## config.mk

```make
export PLATFORM = sky130hd
export DESIGN_NAME = tpg_gpio
export DESIGN_NICKNAME = d
export VERILOG_FILES = /design/src/shared/tpg_pkg.sv /design/src/design/tpg_gpio.sv
export SDC_FILE = /design/constraint.sdc
export NUM_CORES = 1
export LEC_CHECK = 0
export BUFFER_PORTS_ARGS = -buffer_cell sky130_fd_sc_hd__buf_2
export CAP_MARGIN = 30
export CORE_ASPECT_RATIO = 1.4
export CORE_MARGIN = 10
export CORE_UTILIZATION = 41
export DETAILED_ROUTE_END_ITERATION = 12
export PLACE_DENSITY = 0.67
export SLEW_MARGIN = 0
export SYNTH_ARGS = -nofsm -noshare
export SYNTH_HDL_FRONTEND = slang
export SYNTH_SLANG_ARGS = --single-unit
```

## constraint.sdc

```tcl
create_clock -name clk -period 3 [get_ports clk]
set_input_delay 0.6 -clock clk [delete_from_list [all_inputs] [get_ports clk]]
set_output_delay 0.6 -clock clk [all_outputs]
set_load 0.01 [all_outputs]
```

## src/shared/tpg_pkg.sv

```systemverilog
// Purpose: constants for the three-port gpio block
// Assumes: byte-wide register port, 8-bit addresses
// Notes: offsets are byte addresses on the register port
package tpg_pkg;
	localparam logic [7:0] ADDR_P0_DATA = 8'hE0;
	localparam logic [7:0] ADDR_P1_DATA = 8'hE1;
	localparam logic [7:0] ADDR_P2_DATA = 8'hE2;
	localparam logic [7:0] ADDR_P0_CFGH = 8'hE6;
	localparam logic [7:0] ADDR_P0_CFGL = 8'hE7;
	localparam logic [7:0] ADDR_P0_PEND = 8'hE8;
	localparam logic [7:0] ADDR_P1_CFG = 8'hE9;
	localparam logic [7:0] ADDR_P2_CFGH = 8'hEA;
	localparam logic [7:0] ADDR_P2_CFGL = 8'hEB;
	localparam logic [7:0] RST_DATA = 8'h00;
	localparam logic [7:0] RST_CFG = 8'h00;
	localparam int P0_PINS = 8;
	localparam int P1_PINS = 2;
	localparam int P2_PINS = 7;
	// port one config fields
	localparam int P1_OD_BIT = 7;
	localparam int P1_MODE_LSB = 2;
	localparam logic [1:0] P1M_IN = 2'h0;
	localparam logic [1:0] P1M_IN_PU = 2'h1;
	localparam logic [1:0] P1M_OUT = 2'h2;
	localparam logic [1:0] P1M_IN_PD = 2'h3;
	// port two two-bit field codes
	localparam logic [1:0] P2M_IN_PU = 2'h0;
	localparam logic [1:0] P2M_IN = 2'h1;
	localparam logic [1:0] P2M_PP = 2'h2;
	localparam logic [1:0] P2M_OD = 2'h3;
	// port two pin six codes, bits 6:4 of the high byte
	localparam int P2_PIN6_LSB = 4;
	localparam logic [2:0] P26_IN_PU = 3'h0;
	localparam logic [2:0] P26_IN = 3'h1;
	localparam logic [2:0] P26_PP = 3'h4;
	localparam logic [2:0] P26_OD_PU = 3'h5;
	localparam logic [2:0] P26_OD = 3'h6;
	localparam logic [2:0] P26_CLO = 3'h7;
	// port zero two-bit field codes
	localparam logic [1:0] P0M_IN = 2'h0;
	localparam logic [1:0] P0M_IN_PU = 2'h1;
	localparam logic [1:0] P0M_PP = 2'h2;
	localparam logic [1:0] P0M_ALT = 2'h3;
endpackage

```

## src/design/tpg_gpio.sv

```systemverilog
// Purpose: three bit-programmable gpio ports behind a byte register port
// Assumes: pins are sampled through two flops; analog paths live outside
// Notes: pin output enables are active low (low = drive)
// What this block does
// - three ports, seventeen pins, data registers
// - port zero data at E0, pins
// - port one data register at E1
// - port two data register at E2
// - reset clears all data registers
// - port zero pins input/push-pull, pull-up
// - port zero config at E6, E7, E8
// - port zero alternates: interrupt, pwm
// - port one two pins, modes, pulls
// - option selects osc out, reset input
// - reset-capable pin never drives output
// - port one config register at E9
// - config bit 7 selects open-drain
// - config bits 3:2 set pin mode
// - port two seven pins, alternates
// - port two config at EA, EB
// - high byte fields for pins four, five
// - high byte bits 6:4 for pin six
//
// The strobed register port was chosen for this implementation.
module tpg_gpio
	import tpg_pkg::*;
(
	input wire logic clk, // 250 MHz system clock
	input wire logic resetn, // async active-low reset
	input wire logic [7:0] addr, // register address
	input wire logic [7:0] wdata, // write data
	input wire logic wr, // write strobe
	input wire logic rd, // read strobe
	output logic [7:0] rdata, // read data, cycle after rd
	input wire logic [P0_PINS-1:0] p0_in, // port zero pin levels
	output logic [P0_PINS-1:0] p0_out, // port zero drive value
	output logic [P0_PINS-1:0] p0_oe_n, // port zero drive enable, low drives
	output logic [P0_PINS-1:0] p0_pu, // port zero pull-up enables
	output logic [P0_PINS-1:0] p0_alt_sel, // port zero alternate function select
	output logic [P0_PINS-1:0] p0_irq_pin, // synchronized level to interrupt logic
	input wire logic [P0_PINS-1:0] p0_pwm, // pwm value for alternate pins
	input wire logic [P1_PINS-1:0] p1_in, // port one pin levels
	output logic [P1_PINS-1:0] p1_out, // port one drive value
	output logic [P1_PINS-1:0] p1_oe_n, // port one drive enable, low drives
	output logic [P1_PINS-1:0] p1_pu, // port one pull-ups
	output logic [P1_PINS-1:0] p1_pd, // port one pull-downs
	input wire logic opt_osc_en, // option: pin one is oscillator output
	input wire logic opt_rst_en, // option: pin two is reset input
	input wire logic osc_clk_out, // oscillator output for pin one
	output logic ext_reset_n, // synchronized reset pin level
	input wire logic [P2_PINS-1:0] p2_in, // port two pin levels
	output logic [P2_PINS-1:0] p2_out, // port two drive value
	output logic [P2_PINS-1:0] p2_oe_n, // port two drive enable, low drives
	output logic [P2_PINS-1:0] p2_pu, // port two pull-ups
	output logic [P2_PINS-1:0] p2_adc_sel, // port two adc input select
	input wire logic clo_val, // clock output value for pin six
	input wire logic tmr_match // timer match output value
);

	// ********************************
	// reset release and pin sync
	// ********************************
	logic [1:0] rst_sync_r;
	logic rst_n;
	logic [16:0] pin_s1_r;
	logic [16:0] pin_s2_r;
	assign rst_n = rst_sync_r[1];
	always_ff @(posedge clk or negedge resetn)
	begin
		if (!resetn)
			rst_sync_r <= 2'h0;
		else
			rst_sync_r <= {rst_sync_r[0], 1'b1};
	end
	// second stage only feeds logic
	always_ff @(posedge clk or negedge rst_n)
	begin
		if (!rst_n)
		begin
			pin_s1_r <= 17'h00000;
			pin_s2_r <= 17'h00000;
		end
		else
		begin
			pin_s1_r <= {p2_in, p1_in, p0_in};
			pin_s2_r <= pin_s1_r;
		end
	end
	logic [P0_PINS-1:0] p0_sync;
	logic [P1_PINS-1:0] p1_sync;
	logic [P2_PINS-1:0] p2_sync;
	assign p0_sync = pin_s2_r[7:0];
	assign p1_sync = pin_s2_r[9:8];
	assign p2_sync = pin_s2_r[16:10];

	// ********************************
	// registers
	// ********************************
	logic [7:0] p0_data_r, p1_data_r, p2_data_r;
	logic [7:0] p0_cfgh_r, p0_cfgl_r, p0_pend_r, p1_cfg_r, p2_cfgh_r, p2_cfgl_r;
	logic [7:0] rdata_r, rdata_nxt;
	logic w_p0, w_p1, w_p2, w_p0h, w_p0l, w_p0p, w_p1c, w_p2h, w_p2l;
	assign w_p0 = wr && addr == ADDR_P0_DATA;
	assign w_p1 = wr && addr == ADDR_P1_DATA;
	assign w_p2 = wr && addr == ADDR_P2_DATA;
	assign w_p0h = wr && addr == ADDR_P0_CFGH;
	assign w_p0l = wr && addr == ADDR_P0_CFGL;
	assign w_p0p = wr && addr == ADDR_P0_PEND;
	assign w_p1c = wr && addr == ADDR_P1_CFG;
	assign w_p2h = wr && addr == ADDR_P2_CFGH;
	assign w_p2l = wr && addr == ADDR_P2_CFGL;

	always_ff @(posedge clk or negedge rst_n)
	begin
		if (!rst_n)
		begin
			p0_data_r <= RST_DATA;
			p1_data_r <= RST_DATA;
			p2_data_r <= RST_DATA;
			p0_cfgh_r <= RST_CFG;
			p0_cfgl_r <= RST_CFG;
			p0_pend_r <= RST_CFG;
			p1_cfg_r <= RST_CFG;
			p2_cfgh_r <= RST_CFG;
			p2_cfgl_r <= RST_CFG;
			rdata_r <= 8'h00;
		end
		else
		begin
			if (w_p0) p0_data_r <= wdata;
			if (w_p1) p1_data_r <= wdata;
			if (w_p2) p2_data_r <= wdata;
			if (w_p0h) p0_cfgh_r <= wdata;
			if (w_p0l) p0_cfgl_r <= wdata;
			// pending logic lives in the interrupt block; stored only
			if (w_p0p) p0_pend_r <= wdata;
			if (w_p1c) p1_cfg_r <= wdata;
			if (w_p2h) p2_cfgh_r <= wdata;
			if (w_p2l) p2_cfgl_r <= wdata;
			rdata_r <= rdata_nxt;
		end
	end

	// ********************************
	// per-pin configuration decode
	// ********************************
	function automatic logic [1:0] fld(input logic [15:0] cfg, input int i);
		fld = cfg[2*i +: 2];
	endfunction

	logic [15:0] p0_cfg;
	logic [15:0] p2_cfg;
	assign p0_cfg = {p0_cfgh_r, p0_cfgl_r};
	assign p2_cfg = {p2_cfgh_r, p2_cfgl_r};

	logic [P0_PINS-1:0] p0_drv;
	logic [P2_PINS-1:0] p2_drv, p2_od, p2_alt_val;
	logic [2:0] p26_mode;
	assign p26_mode = p2_cfgh_r[P2_PIN6_LSB +: 3];

	always_comb
	begin
		for (int i = 0; i < P0_PINS; i++)
		begin
			p0_drv[i] = fld(p0_cfg, i) == P0M_PP || fld(p0_cfg, i) == P0M_ALT;
			p0_pu[i] = fld(p0_cfg, i) == P0M_IN_PU;
			p0_alt_sel[i] = fld(p0_cfg, i) == P0M_ALT;
		end
		for (int i = 0; i < P2_PINS - 1; i++)
		begin
			p2_drv[i] = fld(p2_cfg, i) == P2M_PP || fld(p2_cfg, i) == P2M_OD;
			p2_od[i] = fld(p2_cfg, i) == P2M_OD;
			p2_pu[i] = fld(p2_cfg, i) == P2M_IN_PU;
			p2_adc_sel[i] = 1'b0;
			p2_alt_val[i] = p2_data_r[i];
		end
		// pin six: three-bit field
		p2_drv[6] = p26_mode[2];
		p2_od[6] = p26_mode == P26_OD_PU || p26_mode == P26_OD;
		p2_pu[6] = p26_mode == P26_IN_PU || p26_mode == P26_OD_PU;
		p2_adc_sel[6] = p26_mode[2:1] == 2'h1;
		p2_alt_val[6] = (p26_mode == P26_CLO) ? clo_val : p2_data_r[6];
		// pin zero carries timer match output when its field selects open-drain (alternate)
		if (fld(p2_cfg, 0) == P2M_OD)
			p2_alt_val[0] = tmr_match;
	end

	// ********************************
	// pin drive
	// ********************************
	assign p0_out = p0_alt_sel & p0_pwm | ~p0_alt_sel & p0_data_r[P0_PINS-1:0];
	assign p0_oe_n = ~p0_drv;
	assign p0_irq_pin = p0_sync;

	// port one pin one: osc out by option, else config
	logic p1_mode_out, p1_od;
	logic [1:0] p1_mode;
	assign p1_mode = p1_cfg_r[P1_MODE_LSB +: 2];
	assign p1_mode_out = p1_mode == P1M_OUT;
	assign p1_od = p1_cfg_r[P1_OD_BIT];
	// open-drain only ever pulls low
	assign p1_out[0] = opt_osc_en ? osc_clk_out : (p1_od ? 1'b0 : p1_data_r[0]);
	assign p1_oe_n[0] = opt_osc_en ? 1'b0 : ~(p1_mode_out && !(p1_od && p1_data_r[0]));
	assign p1_pu[0] = !opt_osc_en && p1_mode == P1M_IN_PU;
	assign p1_pd[0] = !opt_osc_en && p1_mode == P1M_IN_PD;
	// reset-capable pin is input only
	assign p1_out[1] = 1'b0;
	assign p1_oe_n[1] = 1'b1;
	assign p1_pu[1] = 1'b0;
	assign p1_pd[1] = 1'b0;
	assign ext_reset_n = opt_rst_en ? p1_sync[1] : 1'b1;

	always_comb
	begin
		for (int i = 0; i < P2_PINS; i++)
		begin
			p2_out[i] = p2_od[i] ? 1'b0 : p2_alt_val[i];
			p2_oe_n[i] = ~(p2_drv[i] && !(p2_od[i] && p2_alt_val[i]));
		end
	end

	// ********************************
	// read mux
	// ********************************
	function automatic logic [7:0] mix(input logic [7:0] d, input logic [7:0] s,
		input logic [7:0] o);
		mix = (d & o) | (s & ~o);
	endfunction

	logic [7:0] p0_rd, p1_rd, p2_rd;
	assign p0_rd = mix(p0_data_r, p0_sync, p0_drv);
	assign p1_rd = mix({6'h00, p1_data_r[1:0]}, {6'h00, p1_sync},
		{7'h00, p1_mode_out && !opt_osc_en});
	assign p2_rd = mix({1'b0, p2_data_r[6:0]}, {1'b0, p2_sync}, {1'b0, p2_drv});

	always_comb
	begin
		rdata_nxt = 8'h00;
		if (rd)
		begin
			case (addr)
				ADDR_P0_DATA: rdata_nxt = p0_rd;
				ADDR_P1_DATA: rdata_nxt = p1_rd;
				ADDR_P2_DATA: rdata_nxt = p2_rd;
				ADDR_P0_CFGH: rdata_nxt = p0_cfgh_r;
				ADDR_P0_CFGL: rdata_nxt = p0_cfgl_r;
				ADDR_P0_PEND: rdata_nxt = p0_pend_r;
				ADDR_P1_CFG: rdata_nxt = p1_cfg_r;
				ADDR_P2_CFGH: rdata_nxt = p2_cfgh_r;
				ADDR_P2_CFGL: rdata_nxt = p2_cfgl_r;
				default: rdata_nxt = 8'h00;
			endcase
		end
	end
	assign rdata = rdata_r;

	// ********************************
	// checks
	// ********************************
	a_reset_pin_input: assert property (@(posedge clk) disable iff (!rst_n)
		p1_oe_n[1] && !p1_out[1]) else $error("reset pin driven");
	a_p0_write_read: assert property (@(posedge clk) disable iff (!rst_n)
		w_p0 ##1 (rd && addr == ADDR_P0_DATA && p0_drv == 8'hFF && !wr) |=> rdata == $past(p0_data_r))
		else $error("port zero readback wrong");
	a_p1_od_mode: assert property (@(posedge clk) disable iff (!rst_n)
		(!opt_osc_en && p1_od) |-> !p1_out[0]) else $error("open drain drives high");
	a_p1_out_mode: assert property (@(posedge clk) disable iff (!rst_n)
		(!opt_osc_en && p1_mode != P1M_OUT) |-> p1_oe_n[0]) else $error("input pin driving");
	a_p1_pulls: assert property (@(posedge clk) disable iff (!rst_n)
		!(p1_pu[0] && p1_pd[0])) else $error("both pulls on");
	a_p2_six_adc: assert property (@(posedge clk) disable iff (!rst_n)
		p2_adc_sel[6] |-> p2_oe_n[6]) else $error("adc pin driving");
	a_cfg_write: assert property (@(posedge clk) disable iff (!rst_n)
		w_p1c |=> p1_cfg_r == $past(wdata)) else $error("config write lost");
	a_input_read: assert property (@(posedge clk) disable iff (!rst_n)
		(rd && addr == ADDR_P2_DATA && p2_drv == 7'h00) |=> rdata == {1'b0, $past(p2_sync)})
		else $error("input read wrong");
	a_p0_pullup: assert property (@(posedge clk) disable iff (!rst_n)
		(p0_pu != 8'h00) |-> ((p0_pu & p0_drv) == 8'h00)) else $error("pull on driver");

	// ********************************
	// pin drive, sync and register checks
	// ********************************
	a_p0_data_out: assert property (@(posedge clk) disable iff (!rst_n)
		((p0_out ^ p0_data_r) & ~p0_alt_sel) == 8'h00)
		else $error("port zero output differs from data");
	a_p0_alt_pwm: assert property (@(posedge clk) disable iff (!rst_n)
		((p0_out ^ p0_pwm) & p0_alt_sel) == 8'h00)
		else $error("port zero alternate output wrong");
	a_data_reset: assert property (@(posedge clk) disable iff (!rst_n)
		$rose(rst_n) |-> {p0_data_r, p1_data_r, p2_data_r} == {3{RST_DATA}})
		else $error("data register not cleared by reset");
	a_osc_out: assert property (@(posedge clk) disable iff (!rst_n)
		opt_osc_en |-> (!p1_oe_n[0] && p1_out[0] == osc_clk_out && !p1_pu[0] && !p1_pd[0]))
		else $error("oscillator output not on pin");
	a_ext_reset_off: assert property (@(posedge clk) disable iff (!rst_n)
		!opt_rst_en |-> ext_reset_n)
		else $error("reset pin active while not selected");
	// sync flops restart from zero, so both checks skip two cycles after reset
	a_ext_reset_on: assert property (@(posedge clk) disable iff (!rst_n)
		($past(rst_n, 2) && opt_rst_en) |-> ext_reset_n == $past(p1_in[1], 2))
		else $error("reset pin level not passed on");
	a_pin_sync: assert property (@(posedge clk) disable iff (!rst_n)
		$past(rst_n, 2) |->
		{p2_sync, p1_sync, p0_irq_pin} == $past({p2_in, p1_in, p0_in}, 2))
		else $error("pin levels not two flops late");
	// open-drain pins only ever pull low
	a_p2_od_drive: assert property (@(posedge clk) disable iff (!rst_n)
		(p2_od & ~p2_oe_n & (p2_out | p2_alt_val)) == 7'h00)
		else $error("open drain pin drives high");
	a_p2_clo: assert property (@(posedge clk) disable iff (!rst_n)
		(p26_mode == P26_CLO) |-> (!p2_oe_n[6] && p2_out[6] == clo_val))
		else $error("clock output not on pin six");
	a_p2_timer: assert property (@(posedge clk) disable iff (!rst_n)
		(fld(p2_cfg, 0) == P2M_OD) |-> (p2_oe_n[0] == tmr_match && !p2_out[0]))
		else $error("timer match not on pin zero");
	a_p2_push_pull: assert property (@(posedge clk) disable iff (!rst_n)
		(fld(p2_cfg, 1) == P2M_PP) |-> (!p2_oe_n[1] && p2_out[1] == p2_data_r[1]))
		else $error("port two push-pull pin wrong");
	a_p2_pin_four: assert property (@(posedge clk) disable iff (!rst_n)
		(fld(p2_cfg, 4) == P2M_IN_PU) |-> (p2_pu[4] && p2_oe_n[4]))
		else $error("pin four pull-up input wrong");
	// read data stands one cycle only, zero otherwise
	a_rdata_idle: assert property (@(posedge clk) disable iff (!rst_n)
		!rd |=> rdata == 8'h00)
		else $error("read data without a read");
	a_p1_od_release: assert property (@(posedge clk) disable iff (!rst_n)
		(!opt_osc_en && p1_mode_out && p1_od && p1_data_r[0]) |-> p1_oe_n[0])
		else $error("open drain pin not released");
	a_p1_pull_down: assert property (@(posedge clk) disable iff (!rst_n)
		(!opt_osc_en && p1_mode == P1M_IN_PD) |-> (p1_pd[0] && p1_oe_n[0] && !p1_pu[0]))
		else $error("pull-down input mode wrong");
	a_p1_read: assert property (@(posedge clk) disable iff (!rst_n)
		(rd && addr == ADDR_P1_DATA && !p1_mode_out) |=> rdata == {6'h00, $past(p1_sync)})
		else $error("port one input read wrong");
	a_p0_cfg_write: assert property (@(posedge clk) disable iff (!rst_n)
		w_p0h |=> p0_cfgh_r == $past(wdata))
		else $error("port zero config write lost");
	a_p2_cfg_write: assert property (@(posedge clk) disable iff (!rst_n)
		w_p2l |=> p2_cfgl_r == $past(wdata))
		else $error("port two config write lost");
	a_p1_data_write: assert property (@(posedge clk) disable iff (!rst_n)
		w_p1 |=> p1_data_r == $past(wdata))
		else $error("port one data write lost");
	a_p2_data_write: assert property (@(posedge clk) disable iff (!rst_n)
		w_p2 |=> p2_data_r == $past(wdata))
		else $error("port two data write lost");
endmodule // tpg_gpio

```

Word level (Yosys, flattened, before mapping) --
Index checks and enable logic that the tools add are counted.
Word-level totals: bits in registers 109, latch bits 0, RAM bits 0, bits in read-only memories 0, input port bits 50, output and inout bits 85, word-level logic and storage cells 164, memories 0
Operators by class: add/subtract/negate cells 0, $mul 0, div/mod/pow operators 0, order comparisons 0, equal/unequal tests 52, shifts and indexed selects 0, muxes and demuxes 15, bitwise logic cells 24, reductions and logical operators 60
Operator list (count):
- $eq A8 B8 Y1 const B | 9
- $pmux W8 S9 | 1
- $eq A2 B2 Y1 const B | 30
- $and A8 B8 Y8 | 4
- $logic_and A1 B1 Y1 | 28
- $eq A2 B1 Y1 const B | 10
- $logic_or A1 B1 Y1 | 16
- $not A8 Y8 | 2
- $or A8 B8 Y8 | 2
- $mux W1 | 13
- $logic_not A2 Y1 | 6
- $eq A3 B3 Y1 const B | 3
- $logic_not A1 Y1 | 9
- $and A2 B8 Y8 | 1
- $and A7 B8 Y8 | 1
- $mux W8 | 1
- $not A1 Y1 | 8
- $not A1 Y8 | 1
- $not A7 Y8 | 1
- $or A2 B8 Y8 | 1
- $or A7 B8 Y8 | 1
- $and A7 B7 Y7 | 1
- $logic_not A3 Y1 | 1
- $and A2 B1 Y2 | 1

Depth between registers and ports, before layout --
depth in word-level cells 7, depth in mapped cells 7, gate-level depth less buffers 5

Least setup slack after synthesis --
Ideal clock, no wire load.
path kind input to register, start input addr[4], end register p0_cfgl_r[0], setup time 125 ps, arrival time 1979 ps, data required time 2875 ps, path slack 895 ps, cell stages on the path 5, buffers on the path 1, path through and4b_2 -> nand3_2 -> or4b_1 -> buf_6 -> mux2_4
Between the ends: cells in the longest elaborated chain, start to end 2
RTL lines:
- from (decl) | RTL line tpg_gpio.sv:30 | input wire logic [7:0] addr,
- $eq A8 B8 Y1 | RTL line tpg_gpio.sv:107 | assign w_p0l = wr && addr == ADDR_P0_CFGL;
- $logic_and A1 B1 Y1 | RTL line tpg_gpio.sv:107
- to (signal assigned) | RTL line tpg_gpio.sv:134 | if (w_p0l) p0_cfgl_r <= wdata;
- to (decl) | RTL line tpg_gpio.sv:100 | logic [7:0] p0_cfgh_r, p0_cfgl_r, p0_pend_r, p1_cfg_r, p2_cfgh_r, p2_cfgl_r;
No other way between the ends. A chain may end at the register's enable or synchronous reset.

Worst setup path after layout --
start input addr[4], end register p0_cfgl_r[4]
Same word-level chain as after synthesis.

==> results.py <==
metrics = {
    "yosys": {
        "synthFlopType": "dfrtp_1",
        "ys_warn_count": 0,
        "synth_largest_area_cell": "dfrtp_1",
        "syn_area_um2": 5010,
        "avgSynthCellArea_um2": 12.0,
        "async_flop_share": 1.00,
        "syn_inst": 419,
        "synth-seq-area-share": 0.539,
        "synth.distinct_cells": 47,
        "synth_seq_cells": 108,
        "synth_edf_count": 0,
        "synth_top_area_frac": 0.539,
        "synth_area_leaders": "dfrtp_1, mux2_2, buf_4",
    },
    "worst_setup_path": {
        "slowest_stage": "or4b_1",
        "crit_path_max_fanout": 8,
        "worstSetupStartpointType": "input port",
        "crit_arrival_ns": 2.43,
        "cp-end-kind": "flop",
        "crit_chain": "buf_2, and4b_2, nand3_2, or4b_1, mux2_4",
        "slowest_delay_ns": 0.81,
        "r2r-end": "rdata[5]",
        "cp.required_ns": 3.22,
        "worst-setup-path-type": "in -> reg",
        "regToRegStartpoint": "p0_cfgh_r[3]",
        "r2r_setup_slack_ns": 1.13,
        "worstRegToRegCells": 5,
    },
    "min_path": {
        "min_path_type": "in -> async",
    },
    "timing": {
        "fin_crit_ns": 2.21,
        "rsz0062_at_grt": "no",
        "fin_crit_sh": 0.737,
        "totalNegativeSetupSlack_ns": 0,
        "skew_ns": 0.0122,
        "hold_viol": 0,
        "tightestPinTransition_ns": 0.909,
        "setup_viol": 0,
        "timing.slew.headroom": 0.378,
        "max_freq_mhz": 452,
        "report.final.slew_viol_count": 0,
    },
    "pwr": {
        "switching_share": 0.248,
        "p_leak_nw": 2.98,
        "power_frac_seq": 0.497,
        "pwr-share-comb": 0.094,
        "max-vdd-ir-drop_v": 0.000332,
        "power.switching_mw": 0.793,
        "power_density_nw_per_um2": 524,
        "p_int_mw": 2.40,
        "clock_power_share": 0.409,
    },
    "layout": {
        "final_cells": 696,
        "mostFrequentLayoutCell": "buf_2",
        "layout-drive-gt1-share": 0.435,
        "final_core_util": 0.513,
        "layout_common_cells": "buf_2, dfrtp_1, mux2_2",
        "fin_nets": 594,
        "antenna_cells": 0,
        "synthToLayoutAreaGrowth_pct": 21.6,
    },
    "route": {
        "antenna_left": 0,
        "drc": 0,
        "wire_per_inst_um": 20.4,
        "drtIter0Drc": 188,
        "via_count": 3756,
        "first_pass_iters": 5,
        "wl_mm": 14.2,
        "vias_per_cell": 5.40,
    },
    "floorplan": {
        "die_h_um": 151,
        "fp.dieW_um": 113,
        "core_um2": 11900,
        "ios": 135,
        "start_util": 0.422,
        "rows": 47,
        "dieArea_um2": 17100,
    },
    "global_routing": {
        "track_usage": 0.168,
        "grt_pass1_vias": 3991,
        "grt_max_degree": 70,
        "antenna_found_initial": 0,
        "grt_pass1_wl_mm": 22.5,
        "grt_overflow_total": 0,
    },
    "clock_tree": {
        "postCtsHoldBufs": 0,
        "clock_sinks": 108,
        "clockBufferDepth": 2,
        "htreeDepth": 3,
        "numCtsBuffers": 9,
        "ctsResizeCount": 0,
        "clk_pin_slew_ns": 0.08,
        "cts_tree": "yes",
        "root_buffer": "clkbuf_16",
        "clock_latency_ns": 0.35,
        "postCtsSetupBuffers": 0,
    },
    "place": {
        "placedCellCount": 680,
        "gp_congestion": 0.923,
        "dp.final_hpwl_mm": 11.0,
        "io_buffer_count": 124,
    },
    "run": {
        "maxCapViolations": 0,
    },
    "outcome": {
        "status": "finished clean",
    },
}
## logic make-up (layout without fill, tap and decap cells)
group,Yosys count,after routing,share of synthesized area
xor gates and xnor gates,2,2,0.00350
muxes,91,91,0.207
other,2,11,0.00150
buffers and inverters,46,167,0.0507
DFF,108,108,0.539
and+or+nand+nor,115,115,0.125
AOI/OAI and AO/OA,55,55,0.0729
## worst max-delay path by stage
stage / start / end / slack (ns) / depth (start not counted)
floorplan: addr[4] / p0_cfgl_r[0] / 0.90 / 5
global placement: addr[4] / p0_cfgl_r[3] / 0.51 / 5
detailed placement: addr[4] / p0_cfgl_r[0] / 0.45 / 5
CTS: addr[4] / p0_cfgl_r[4] / 0.81 / 5
global route: addr[4] / p0_cfgl_r[7] / 0.74 / 5
finish: addr[4] / p0_cfgl_r[4] / 0.79 / 5
## flip-flops by register name (all words and copies together), names as in the netlist
register	cells
p1_cfg_r	8
p0_cfgh_r	8
p0_cfgl_r	8
p2_cfgl_r	8
pin_s2_r	17
p2_cfgh_r	8
p1_data_r	1
rst_sync_r	2
p2_data_r	7
p0_data_r	8
rdata	8
pin_s1_r	17
p0_pend_r	8
## synth_stat cells, types with 6 or more instances
| library cell | number |
|---|---|
| a21boi_0 | 6 |
| a21oi_1 | 12 |
| a31oi_1 | 9 |
| and2_1 | 8 |
| buf_4 | 18 |
| clkbuf_1 | 8 |
| dfrtp_1 | 108 |
| inv_1 | 14 |
| mux2_2 | 70 |
| mux2_4 | 8 |
| mux2i_1 | 13 |
| nand2_1 | 28 |
| nand3_1 | 13 |
| nor2_1 | 14 |
| nor2b_1 | 14 |
| nor3_1 | 9 |
| o21ai_0 | 9 |
## critical path: cells and delay by family
family / cells / cell delay, ns
AND/OR/NAND/NOR: 3 / 1.31
multiplexers: 1 / 0.39
buffers and inverters: 1 / 0.13
## per-layer routing
metal,track usage,vias up,share of wire,wire (um)
li1,-,1723,-,-
met1,0.199,1850,0.40,5620
met2,0.280,158,0.50,7130
met3,0.0467,25,0.077,1090
met4,0.0700,0,0.026,370
met5,0,-,0,0
## through the flow
stage	total power [mW]	cell area [um^2]	hold slack, ns	setup WS [ns]
3_3_place_gp	1.91	5760	0.306	0.511
3_5_place_dp	1.92	5760	0.318	0.448
4_1_cts	3.22	6090	0.0111	0.809
2_1_floorplan	1.78	5040	0.304	0.895
6_report	3.19	6090	0.0180	0.790
5_1_grt	3.32	6090	0.00975	0.738
## power groups by stage
stage / Clock, mW / Combinational (mW) / Sequential, mW
after CTS: 1.33 / 0.306 / 1.59
after floorplan: 0 / 0.173 / 1.60
final: 1.31 / 0.301 / 1.59
after global routing: 1.39 / 0.333 / 1.60
after detailed placement: 0 / 0.305 / 1.62
after global placement: 0 / 0.301 / 1.61
## area by class of cell
type	count	area, um^2
Fill cell	1069	5790
Sequential cell	108	2710
Multi-Input combinational cell	274	2090
Timing Repair Buffer	137	731
Clock buffer	9	225
Tap cell	147	184
Clock inverter	7	105
Inverter	14	52.6
Power figures use the tool's default switching activity.
